--- src/core/rdr_consts.svh ---
// Register offsets, field positions, reset values and clock rates for the rotated refresh block
`ifndef RDR_CONSTS_SVH
`define RDR_CONSTS_SVH

`define RDR_IDX_MODE1      8'h02
`define RDR_IDX_HBLANK     8'h08
`define RDR_IDX_VBLANK     8'h0a
`define RDR_IDX_START_LO   8'h0c
`define RDR_IDX_START_HI   8'h0d
`define RDR_IDX_ROT_MODE   8'h1b
`define RDR_IDX_STRIDE     8'h1c
`define RDR_IDX_DISP_W     8'h20
`define RDR_IDX_DISP_H     8'h21
`define RDR_IDX_STATUS     8'h22

`define RDR_ROT_EN_BIT     7
`define RDR_ROT_SEL_BIT    6
`define RDR_INDIV_BIT      4

`define RDR_RST_BYTE       8'h00
`define RDR_RST_DISP_W     8'h10
`define RDR_RST_DISP_H     8'h10

`define RDR_CLK_MAX_MHZ    25
`define RDR_CLK_MHZ        100

`endif

--- src/core/rdr_pkg.sv ---
// Types shared by the rotated refresh block
package rdr_pkg;
  typedef enum logic [3:0] {
    RDR_IDLE  = 4'b0001,
    RDR_PIXEL = 4'b0010,
    RDR_HBLK  = 4'b0100,
    RDR_VBLK  = 4'b1000
  } rdr_scan_t;
endpackage

--- src/core/rdr_top.sv ---
// Rotated display refresh: APB registers, scan timing and address generation
`timescale 1ns/1ns
`include "rdr_consts.svh"
module rdr_top #(
  parameter int ADDR_W = 16
) (
  input  wire logic              clock,
  input  wire logic              rst_b,
  input  wire logic              psel,
  input  wire logic              penable,
  input  wire logic              pwrite,
  input  wire logic [11:0]       paddr,
  input  wire logic [31:0]       pwdata,
  output logic      [31:0]       prdata,
  output logic                   pready,
  output logic                   pslverr,
  output logic      [ADDR_W-1:0] memAddr,
  output logic                   memRead,
  output logic                   pixValid,
  output logic                   lineStart,
  output logic                   frameStart,
  output logic                   rotActive
);
  rdr_pkg::rdr_scan_t state_q;
  rdr_pkg::rdr_scan_t state_d;

  logic [7:0] mode1_q;
  logic [7:0] hblank_q;
  logic [7:0] vblank_q;
  logic [7:0] startLo_q;
  logic [7:0] startHi_q;
  logic [7:0] rotMode_q;
  logic [7:0] stride_q;
  logic [7:0] dispW_q;
  logic [7:0] dispH_q;

  logic [9:0] hCnt_q;
  logic [9:0] hCnt_d;
  logic [9:0] vCnt_q;
  logic [9:0] vCnt_d;
  logic [ADDR_W-1:0] lineBase_q;
  logic [ADDR_W-1:0] lineBase_d;
  logic [ADDR_W-1:0] addr_q;
  logic [ADDR_W-1:0] addr_d;
  logic [15:0] frameCnt_q;

  wire        pixTick;
  wire        access    = psel && penable;
  wire        wrStrobe  = access && pwrite;
  wire [7:0]  regIdx    = paddr[9:2];
  wire        aligned   = paddr[1:0] == 2'b00 && paddr[11:10] == 2'b00;
  wire        selMode1  = aligned && regIdx == `RDR_IDX_MODE1;
  wire        selHblank = aligned && regIdx == `RDR_IDX_HBLANK;
  wire        selVblank = aligned && regIdx == `RDR_IDX_VBLANK;
  wire        selStLo   = aligned && regIdx == `RDR_IDX_START_LO;
  wire        selStHi   = aligned && regIdx == `RDR_IDX_START_HI;
  wire        selRot    = aligned && regIdx == `RDR_IDX_ROT_MODE;
  wire        selStride = aligned && regIdx == `RDR_IDX_STRIDE;
  wire        selDispW  = aligned && regIdx == `RDR_IDX_DISP_W;
  wire        selDispH  = aligned && regIdx == `RDR_IDX_DISP_H;
  wire        selStatus = aligned && regIdx == `RDR_IDX_STATUS;
  wire        hit       = selMode1 | selHblank | selVblank | selStLo | selStHi | selRot
                          | selStride | selDispW | selDispH | selStatus;

  wire        rotEn     = rotMode_q[`RDR_ROT_EN_BIT];
  wire        altSel    = rotEn && rotMode_q[`RDR_ROT_SEL_BIT];
  // Start address: byte offset when rotated, word offset in landscape
  wire [14:0] startRaw  = {startHi_q[6:0], startLo_q};
  wire [ADDR_W-1:0] startByte = rotEn ? ADDR_W'(startRaw)
                                      : ADDR_W'({startRaw, 1'b0});
  // Default scheme pans in pairs of lines: stride low bit dropped for the odd-line half offset
  wire [ADDR_W-1:0] strideEff = rotEn ? ADDR_W'(stride_q)
                                      : ADDR_W'(dispW_q);
  wire [9:0]  hTotal    = {2'b00, dispW_q} + {2'b00, hblank_q};
  wire [9:0]  vTotal    = {2'b00, dispH_q} + {2'b00, vblank_q};
  wire        hLast     = hCnt_q == hTotal - 10'd1;
  wire        vLast     = vCnt_q == vTotal - 10'd1;
  wire        inDisp    = hCnt_q < {2'b00, dispW_q} && vCnt_q < {2'b00, dispH_q};
  wire        pairStep  = !altSel && rotEn;
  wire        stepLine  = !pairStep || vCnt_q[0];
  wire [ADDR_W-1:0] pairOff = (pairStep && !vCnt_q[0]) ? ADDR_W'(stride_q >> 1)
                                                        : '0;

  wire [31:0] rdMode1   = {24'h000000, mode1_q};
  wire [31:0] rdHblank  = {24'h000000, hblank_q};
  wire [31:0] rdVblank  = {24'h000000, vblank_q};
  wire [31:0] rdStLo    = {24'h000000, startLo_q};
  wire [31:0] rdStHi    = {24'h000000, 1'b0, startHi_q[6:0]};
  wire [31:0] rdRot     = {24'h000000, rotMode_q[7:6], 3'b000, 1'b0, rotMode_q[1:0]};
  wire [31:0] rdStride  = {24'h000000, stride_q};
  wire [31:0] rdDispW   = {24'h000000, dispW_q};
  wire [31:0] rdDispH   = {24'h000000, dispH_q};
  wire [31:0] rdStatus  = {frameCnt_q, 6'h00, vCnt_q};
  wire [31:0] rdMux     = selMode1  ? rdMode1  :
                          selHblank ? rdHblank :
                          selVblank ? rdVblank :
                          selStLo   ? rdStLo   :
                          selStHi   ? rdStHi   :
                          selRot    ? rdRot    :
                          selStride ? rdStride :
                          selDispW  ? rdDispW  :
                          selDispH  ? rdDispH  :
                          selStatus ? rdStatus : 32'h00000000;

  wire        setupPh   = psel && !penable;
  wire        rdSetup   = setupPh && !pwrite;
  wire        wrMode1   = wrStrobe && selMode1;
  wire        wrHblank  = wrStrobe && selHblank;
  wire        wrVblank  = wrStrobe && selVblank;
  wire        wrStLo    = wrStrobe && selStLo;
  wire        wrStHi    = wrStrobe && selStHi;
  wire        wrRot     = wrStrobe && selRot;
  wire        wrStride  = wrStrobe && selStride;
  wire        wrDispW   = wrStrobe && selDispW;
  wire        wrDispH   = wrStrobe && selDispH;

  // Fetch address only moves together with its pixel strobe
  wire        scanOn    = state_q != rdr_pkg::RDR_IDLE;
  wire        pixFire   = pixTick && inDisp && scanOn;
  wire        lineFire  = pixTick && hCnt_q == 10'd0 && scanOn;
  wire        frameFire = lineFire && vCnt_q == 10'd0;
  wire        frameEnd  = pixTick && hLast && vLast;

  rdr_clk_div u_div (
    .clock     (clock),
    .rst_b     (rst_b),
    .inDivTwo  (mode1_q[`RDR_INDIV_BIT]),
    .rotEnable (rotEn),
    .altScheme (altSel),
    .pclkSel   (rotMode_q[1:0]),
    .pixTick   (pixTick)
  );

  always_comb begin
    state_d    = state_q;
    hCnt_d     = hCnt_q;
    vCnt_d     = vCnt_q;
    lineBase_d = lineBase_q;
    addr_d     = addr_q;
    case (state_q)
      rdr_pkg::RDR_IDLE: begin
        if (pixTick) begin
          state_d    = rdr_pkg::RDR_PIXEL;
          hCnt_d     = 10'd0;
          vCnt_d     = 10'd0;
          lineBase_d = startByte;
          addr_d     = startByte;
        end
      end
      rdr_pkg::RDR_PIXEL, rdr_pkg::RDR_HBLK, rdr_pkg::RDR_VBLK: begin
        if (pixTick) begin
          if (hLast) begin
            hCnt_d = 10'd0;
            if (vLast) begin
              vCnt_d     = 10'd0;
              lineBase_d = startByte;
              addr_d     = startByte;
              state_d    = rdr_pkg::RDR_PIXEL;
            end else begin
              vCnt_d     = vCnt_q + 10'd1;
              lineBase_d = stepLine ? lineBase_q + strideEff : lineBase_q;
              addr_d     = (stepLine ? lineBase_q + strideEff : lineBase_q)
                           + (pairStep && vCnt_q[0] ? '0 : pairOff);
              state_d    = (vCnt_q + 10'd1 < {2'b00, dispH_q}) ? rdr_pkg::RDR_PIXEL
                                                               : rdr_pkg::RDR_VBLK;
            end
          end else begin
            hCnt_d  = hCnt_q + 10'd1;
            addr_d  = inDisp ? addr_q + ADDR_W'(1) : addr_q;
            state_d = (hCnt_q + 10'd1 >= {2'b00, dispW_q}) ? rdr_pkg::RDR_HBLK : state_q;
          end
        end
      end
      default: begin
        state_d = rdr_pkg::RDR_IDLE;
      end
    endcase
  end

  always_ff @(posedge clock) begin
    if (!rst_b) begin
      mode1_q <= `RDR_RST_BYTE;
    end else if (wrMode1) begin
      mode1_q <= pwdata[7:0];
    end
  end

  always_ff @(posedge clock) begin
    if (!rst_b) begin
      hblank_q <= `RDR_RST_BYTE;
    end else if (wrHblank) begin
      hblank_q <= pwdata[7:0];
    end
  end

  always_ff @(posedge clock) begin
    if (!rst_b) begin
      vblank_q <= `RDR_RST_BYTE;
    end else if (wrVblank) begin
      vblank_q <= pwdata[7:0];
    end
  end

  always_ff @(posedge clock) begin
    if (!rst_b) begin
      startLo_q <= `RDR_RST_BYTE;
    end else if (wrStLo) begin
      startLo_q <= pwdata[7:0];
    end
  end

  always_ff @(posedge clock) begin
    if (!rst_b) begin
      startHi_q <= `RDR_RST_BYTE;
    end else if (wrStHi) begin
      startHi_q <= pwdata[7:0];
    end
  end

  always_ff @(posedge clock) begin
    if (!rst_b) begin
      rotMode_q <= `RDR_RST_BYTE;
    end else if (wrRot) begin
      rotMode_q <= pwdata[7:0];
    end
  end

  always_ff @(posedge clock) begin
    if (!rst_b) begin
      stride_q <= `RDR_RST_BYTE;
    end else if (wrStride) begin
      stride_q <= pwdata[7:0];
    end
  end

  always_ff @(posedge clock) begin
    if (!rst_b) begin
      dispW_q <= `RDR_RST_DISP_W;
    end else if (wrDispW) begin
      dispW_q <= pwdata[7:0];
    end
  end

  always_ff @(posedge clock) begin
    if (!rst_b) begin
      dispH_q <= `RDR_RST_DISP_H;
    end else if (wrDispH) begin
      dispH_q <= pwdata[7:0];
    end
  end

  always_ff @(posedge clock) begin
    if (!rst_b) begin
      pready <= 1'b0;
    end else begin
      pready <= setupPh;
    end
  end

  always_ff @(posedge clock) begin
    if (!rst_b) begin
      pslverr <= 1'b0;
    end else begin
      pslverr <= setupPh && !hit;
    end
  end

  always_ff @(posedge clock) begin
    if (!rst_b) begin
      prdata <= 32'h00000000;
    end else begin
      prdata <= rdSetup ? rdMux : 32'h00000000;
    end
  end

  always_ff @(posedge clock) begin
    if (!rst_b) begin
      state_q    <= rdr_pkg::RDR_IDLE;
      hCnt_q     <= 10'd0;
      vCnt_q     <= 10'd0;
      lineBase_q <= '0;
      addr_q     <= '0;
    end else begin
      state_q    <= state_d;
      hCnt_q     <= hCnt_d;
      vCnt_q     <= vCnt_d;
      lineBase_q <= lineBase_d;
      addr_q     <= addr_d;
    end
  end

  always_ff @(posedge clock) begin
    if (!rst_b) begin
      frameCnt_q <= 16'h0000;
    end else if (frameEnd) begin
      frameCnt_q <= frameCnt_q + 16'h0001;
    end
  end

  always_ff @(posedge clock) begin
    if (!rst_b) begin
      memAddr <= '0;
    end else if (pixFire) begin
      memAddr <= addr_q;
    end
  end

  always_ff @(posedge clock) begin
    if (!rst_b) begin
      memRead    <= 1'b0;
      pixValid   <= 1'b0;
      lineStart  <= 1'b0;
      frameStart <= 1'b0;
      rotActive  <= 1'b0;
    end else begin
      memRead    <= pixFire;
      pixValid   <= pixFire;
      lineStart  <= lineFire;
      frameStart <= frameFire;
      rotActive  <= rotEn;
    end
  end
endmodule

--- src/core/rdr_clk_div.sv ---
// Pixel tick divider derived from the operating clock
`timescale 1ns/1ns
module rdr_clk_div (
  input  wire logic       clock,
  input  wire logic       rst_b,
  input  wire logic       inDivTwo,
  input  wire logic       rotEnable,
  input  wire logic       altScheme,
  input  wire logic [1:0] pclkSel,
  output logic            pixTick
);
  logic [4:0] cnt_q;
  logic [4:0] cnt_d;
  logic [4:0] limit;
  logic [2:0] shift;
  // Rotation off: pixel rate equals operating rate, or half of it with inDivTwo set
  assign shift = !rotEnable ? 3'd0 : {1'b0, pclkSel} + {2'b00, altScheme};
  assign limit = (5'd1 << ({2'b00, shift} + {4'b0000, inDivTwo})) - 5'd1;
  assign cnt_d = (cnt_q >= limit) ? 5'd0 : cnt_q + 5'd1;
  always_ff @(posedge clock) begin
    if (!rst_b) begin
      cnt_q   <= 5'd0;
      pixTick <= 1'b0;
    end else begin
      cnt_q   <= cnt_d;
      pixTick <= (cnt_q >= limit);
    end
  end
endmodule

--- config.mk ---
export PLATFORM = sky130hd
export DESIGN_NAME = rdr_top
export DESIGN_NICKNAME = d
export VERILOG_FILES = /design/src/core/rdr_pkg.sv /design/src/core/rdr_top.sv /design/src/core/rdr_clk_div.sv
export VERILOG_INCLUDE_DIRS = /design/src /design/src/core
export SDC_FILE = /design/constraint.sdc
export NUM_CORES = 1
export LEC_CHECK = 0
export BUFFER_PORTS_ARGS = -buffer_cell sky130_fd_sc_hd__buf_2
export CORE_UTILIZATION = 50
export CTS_BUF_LIST = sky130_fd_sc_hd__clkbuf_8 sky130_fd_sc_hd__clkbuf_16
export DETAILED_ROUTE_END_ITERATION = 16
export PLACE_DENSITY = 0.73
export SYNTH_ARGS = -nofsm -noshare
export SYNTH_HDL_FRONTEND = slang
export SYNTH_SLANG_ARGS = --single-unit
--- constraint.sdc ---
create_clock -name clock -period 6 [get_ports clock]
set_input_delay 1.8 -clock clock [delete_from_list [all_inputs] [get_ports clock]]
set_output_delay 1.8 -clock clock [all_outputs]
set_load 0.05 [all_outputs]
==> flow_metrics.env <==
export IMPL_status="finished, final reports clean"
export IMPL_wl_met1_um=15600
export IMPL_period_share_pct=77.4
export IMPL_finalSetupTns_ns=0
export IMPL_dr_first_iter_drc_count=1236
export IMPL_synth_edff_count=0
export IMPL_die_area_um2=26000
export IMPL_dieHeight_um=161
export IMPL_switching_share_pct=27.9
export IMPL_setup_viol=0
export IMPL_grt_usage_pct=27.6
export IMPL_peakVddDrop_mv=0.171
export IMPL_power_internal_mw=2.00
export IMPL_met3WireLength_um=2620
export IMPL_grt_antenna_before_repair=0
export IMPL_grt_pass1_wl_um=56700
export IMPL_cap_viol_max_count=0
export IMPL_numCtsBuffers=17
export IMPL_rows=57
export IMPL_leakage_nw=5.48
export IMPL_synth_seq_cells=193
export IMPL_dp_slack_ns=1.47
export IMPL_io_buffers=73
export IMPL_fmax_mhz=215
export IMPL_grt_max_degree=60
export IMPL_tightest_slew_ns=1.11
export IMPL_start_kind="flop"
export IMPL_placed_area_um2=13200
export IMPL_cp_cell_sequence="inv_1 -> ha_1 -> inv_1 -> ha_1 -> fa_1 -> a211oi_2 -> nor3_1 -> nor4_1 -> and4_1 -> a21o_1 -> nand2_1 -> a21oi_1 -> o32ai_1"
export IMPL_final_core_util_pct=55.9
export IMPL_slew_limit_headroom_pct=25.6
export IMPL_crit_fanout=27
export IMPL_min_period_ns=4.65
export IMPL_cpMaxStageDelayCell="nand2_1"
export IMPL_finalPower_mw=2.77
export IMPL_combinationalPowerShare_pct=9.5
export IMPL_skew_ns=0.0134
export IMPL_hold_slack_ns=0.475
export IMPL_dieWidth_um=161
export IMPL_worstSetupEndpointType="flop"
export IMPL_grt_pass1_vias=10558
export IMPL_syn_area_per_cell_um2=8.13
export IMPL_hp_class="reg2reg"
export IMPL_met2WireLength_um=16300
export IMPL_dp_hpwl_um=26000
export IMPL_firstDrtPassIters=9
export IMPL_gp_congestion=0.967
export IMPL_drive_gt1_share_pct=10.3
export IMPL_netlist_area_um2=12700
export IMPL_cts_root_buffer_cell="clkbuf_16"
export IMPL_yosysTopAreaCellShare_pct=30.5
export IMPL_cts_resized=0
export IMPL_synthFlopType="dfxtp_1"
export IMPL_pin_count=104
export IMPL_design_area_um2=13800
export IMPL_synth_seq_area_share_pct=30.5
export IMPL_grt_remaining_overflow=0
export IMPL_switchingPower_uw=771
export IMPL_report_final_slew_viol_count=0
export IMPL_netlist_instances=1557
export IMPL_clk_latency_ns=0.45
export IMPL_final_antenna_net_count=0
export IMPL_async_reset_ff_share_pct=0
export IMPL_post_synth_top_count_cell="dfxtp_1"
export IMPL_ys_types=87
export IMPL_synth_top_cell_by_area="dfxtp_1"
export IMPL_cp_data_arrival_time_ns=4.93
export IMPL_highest_layer="met4"
export IMPL_worst_slack_ns=1.35
export IMPL_vias=11590
export IMPL_drt_wl_total_um=35800
export IMPL_areaGrowthSynthToFinish_pct=8.73
export IMPL_yosys_warnings=0
export IMPL_placed_cells=1877
export IMPL_slowest_delay_ns=0.79
export IMPL_seq_power_share_pct=47.7
export IMPL_cts_tree="built"
export IMPL_vias_per_cell=6.07
export IMPL_cts_sinks=193
export IMPL_cp_required_ns=6.29
export IMPL_drc_errors=0
export IMPL_fin_nets=1718
export IMPL_hold_viol_final=0
export IMPL_cts_hold_buf=0
export IMPL_htree_levels=4
export IMPL_timing_worst_setup_path_type="reg2reg"
export IMPL_rsz0062_at_grt="false"
export IMPL_powerDensity_nw_per_um2=201
export IMPL_final_instance_count_excl_fill=1910
export IMPL_clockBufferDepth=2
export IMPL_netlist_top_cells_count="dfxtp_1 (193), nor2_1 (142), nand2_1 (133)"
export IMPL_power_clock_fraction_pct=42.8
export IMPL_postCtsSetupRepairBufs=0
export IMPL_wl_per_cell_um=18.7
export IMPL_initial_core_util_pct=51.4
export IMPL_path_clk_slew_ns=0.08
export IMPL_synth_area_leaders="dfxtp_1 (31%), ha_1 (9.2%), mux2i_1 (6.4%)"
export IMPL_core_area_um2=24600
## registers in the layout, summed over array words and instances (netlist names), 4 cells and up
signal / flops
prdata: 26
addr_q: 16
frameCnt_q: 16
lineBase_q: 16
memAddr: 16
hCnt_q: 10
vCnt_q: 10
dispH_q: 8
dispW_q: 8
hblank_q: 8
mode1_q: 8
startLo_q: 8
stride_q: 8
vblank_q: 8
startHi_q: 7
u_div.cnt_q: 5
rotMode_q: 4
state_q: 4
## layer usage
layer	track usage, %	vias up
met5	0	-
met4	11.1	0
met3	3.31	77
met2	44.3	482
met1	37.5	5447
li1	-	5584
## cells by family after synthesis
group	after synthesis	share of synthesized area, %
other	1	0.0296
XOR/XNOR	74	5.18
multiplexers	92	7.38
buffers and inverters	182	5.91
adder cells (fa/ha/maj)	97	9.83
flip-flops	193	30.5
AO/OA/AOI/OAI	382	19.5
AND/OR/NAND/NOR	536	21.6
## final timing paths
check | start | endpoint | slack (ns) | cells past startpoint
worst max-delay path | dispW_q[1] | lineBase_q[8] | 1.35 | 13
worst min-delay path | u_div.cnt_q[0] | u_div.cnt_q[0] | 0.48 | 1
worst max register to register | dispW_q[1] | lineBase_q[8] | 1.35 | 13
worst min register to register | u_div.cnt_q[0] | u_div.cnt_q[0] | 0.48 | 1
## cell type report
class	count	area, µm²
clock buffer	20	467
fill	2280	10800
clock inverter	12	139
multi-input combinational	1187	8080
timing repair buffer	90	493
antenna	1	2.50
sequential	193	3860
tap	324	405
inverter	83	314
## power groups by stage
stage	Sequential [mW]	Clock (mW)	Combinational (mW)
2_1_floorplan	1.36	0	0.170
3_3_place_gp	1.35	0	0.253
3_5_place_dp	1.35	0	0.255
4_1_cts	1.32	1.19	0.256
5_1_grt	1.32	1.26	0.279
6_report	1.32	1.19	0.262
## worst max-delay path: cells and delay by family (launching register included)
kind | cells | cell delay [ns]
and+or+nand+nor | 4 | 1.58
DFF | 1 | 0.36
AOI/OAI and AO/OA | 4 | 1.39
adders and majority gates | 3 | 0.98
buffers and inverters | 2 | 0.18
## placed cells by master (no fill, tap or decap), types with 14 or more instances in the layout
cell,Yosys,final
a22oi_1,20,20
nand2_1,133,133
inv_1,82,82
o211ai_1,33,33
o21ai_1,14,14
xnor2_1,39,39
xor2_1,34,34
buf_2,24,73
o31ai_1,15,14
o21ai_0,63,63
dfxtp_1,193,193
a211oi_1,18,18
mux2i_1,81,81
nand3_1,58,58
nor3_1,16,16
nor2_1,142,142
a21oi_1,119,119
and3_1,18,18
clkbuf_16,0,17
ha_1,93,93
and2_1,39,39
nand2b_1,15,15
buf_4,9,17
No activity file was read; power rests on OpenSTA's default activity.
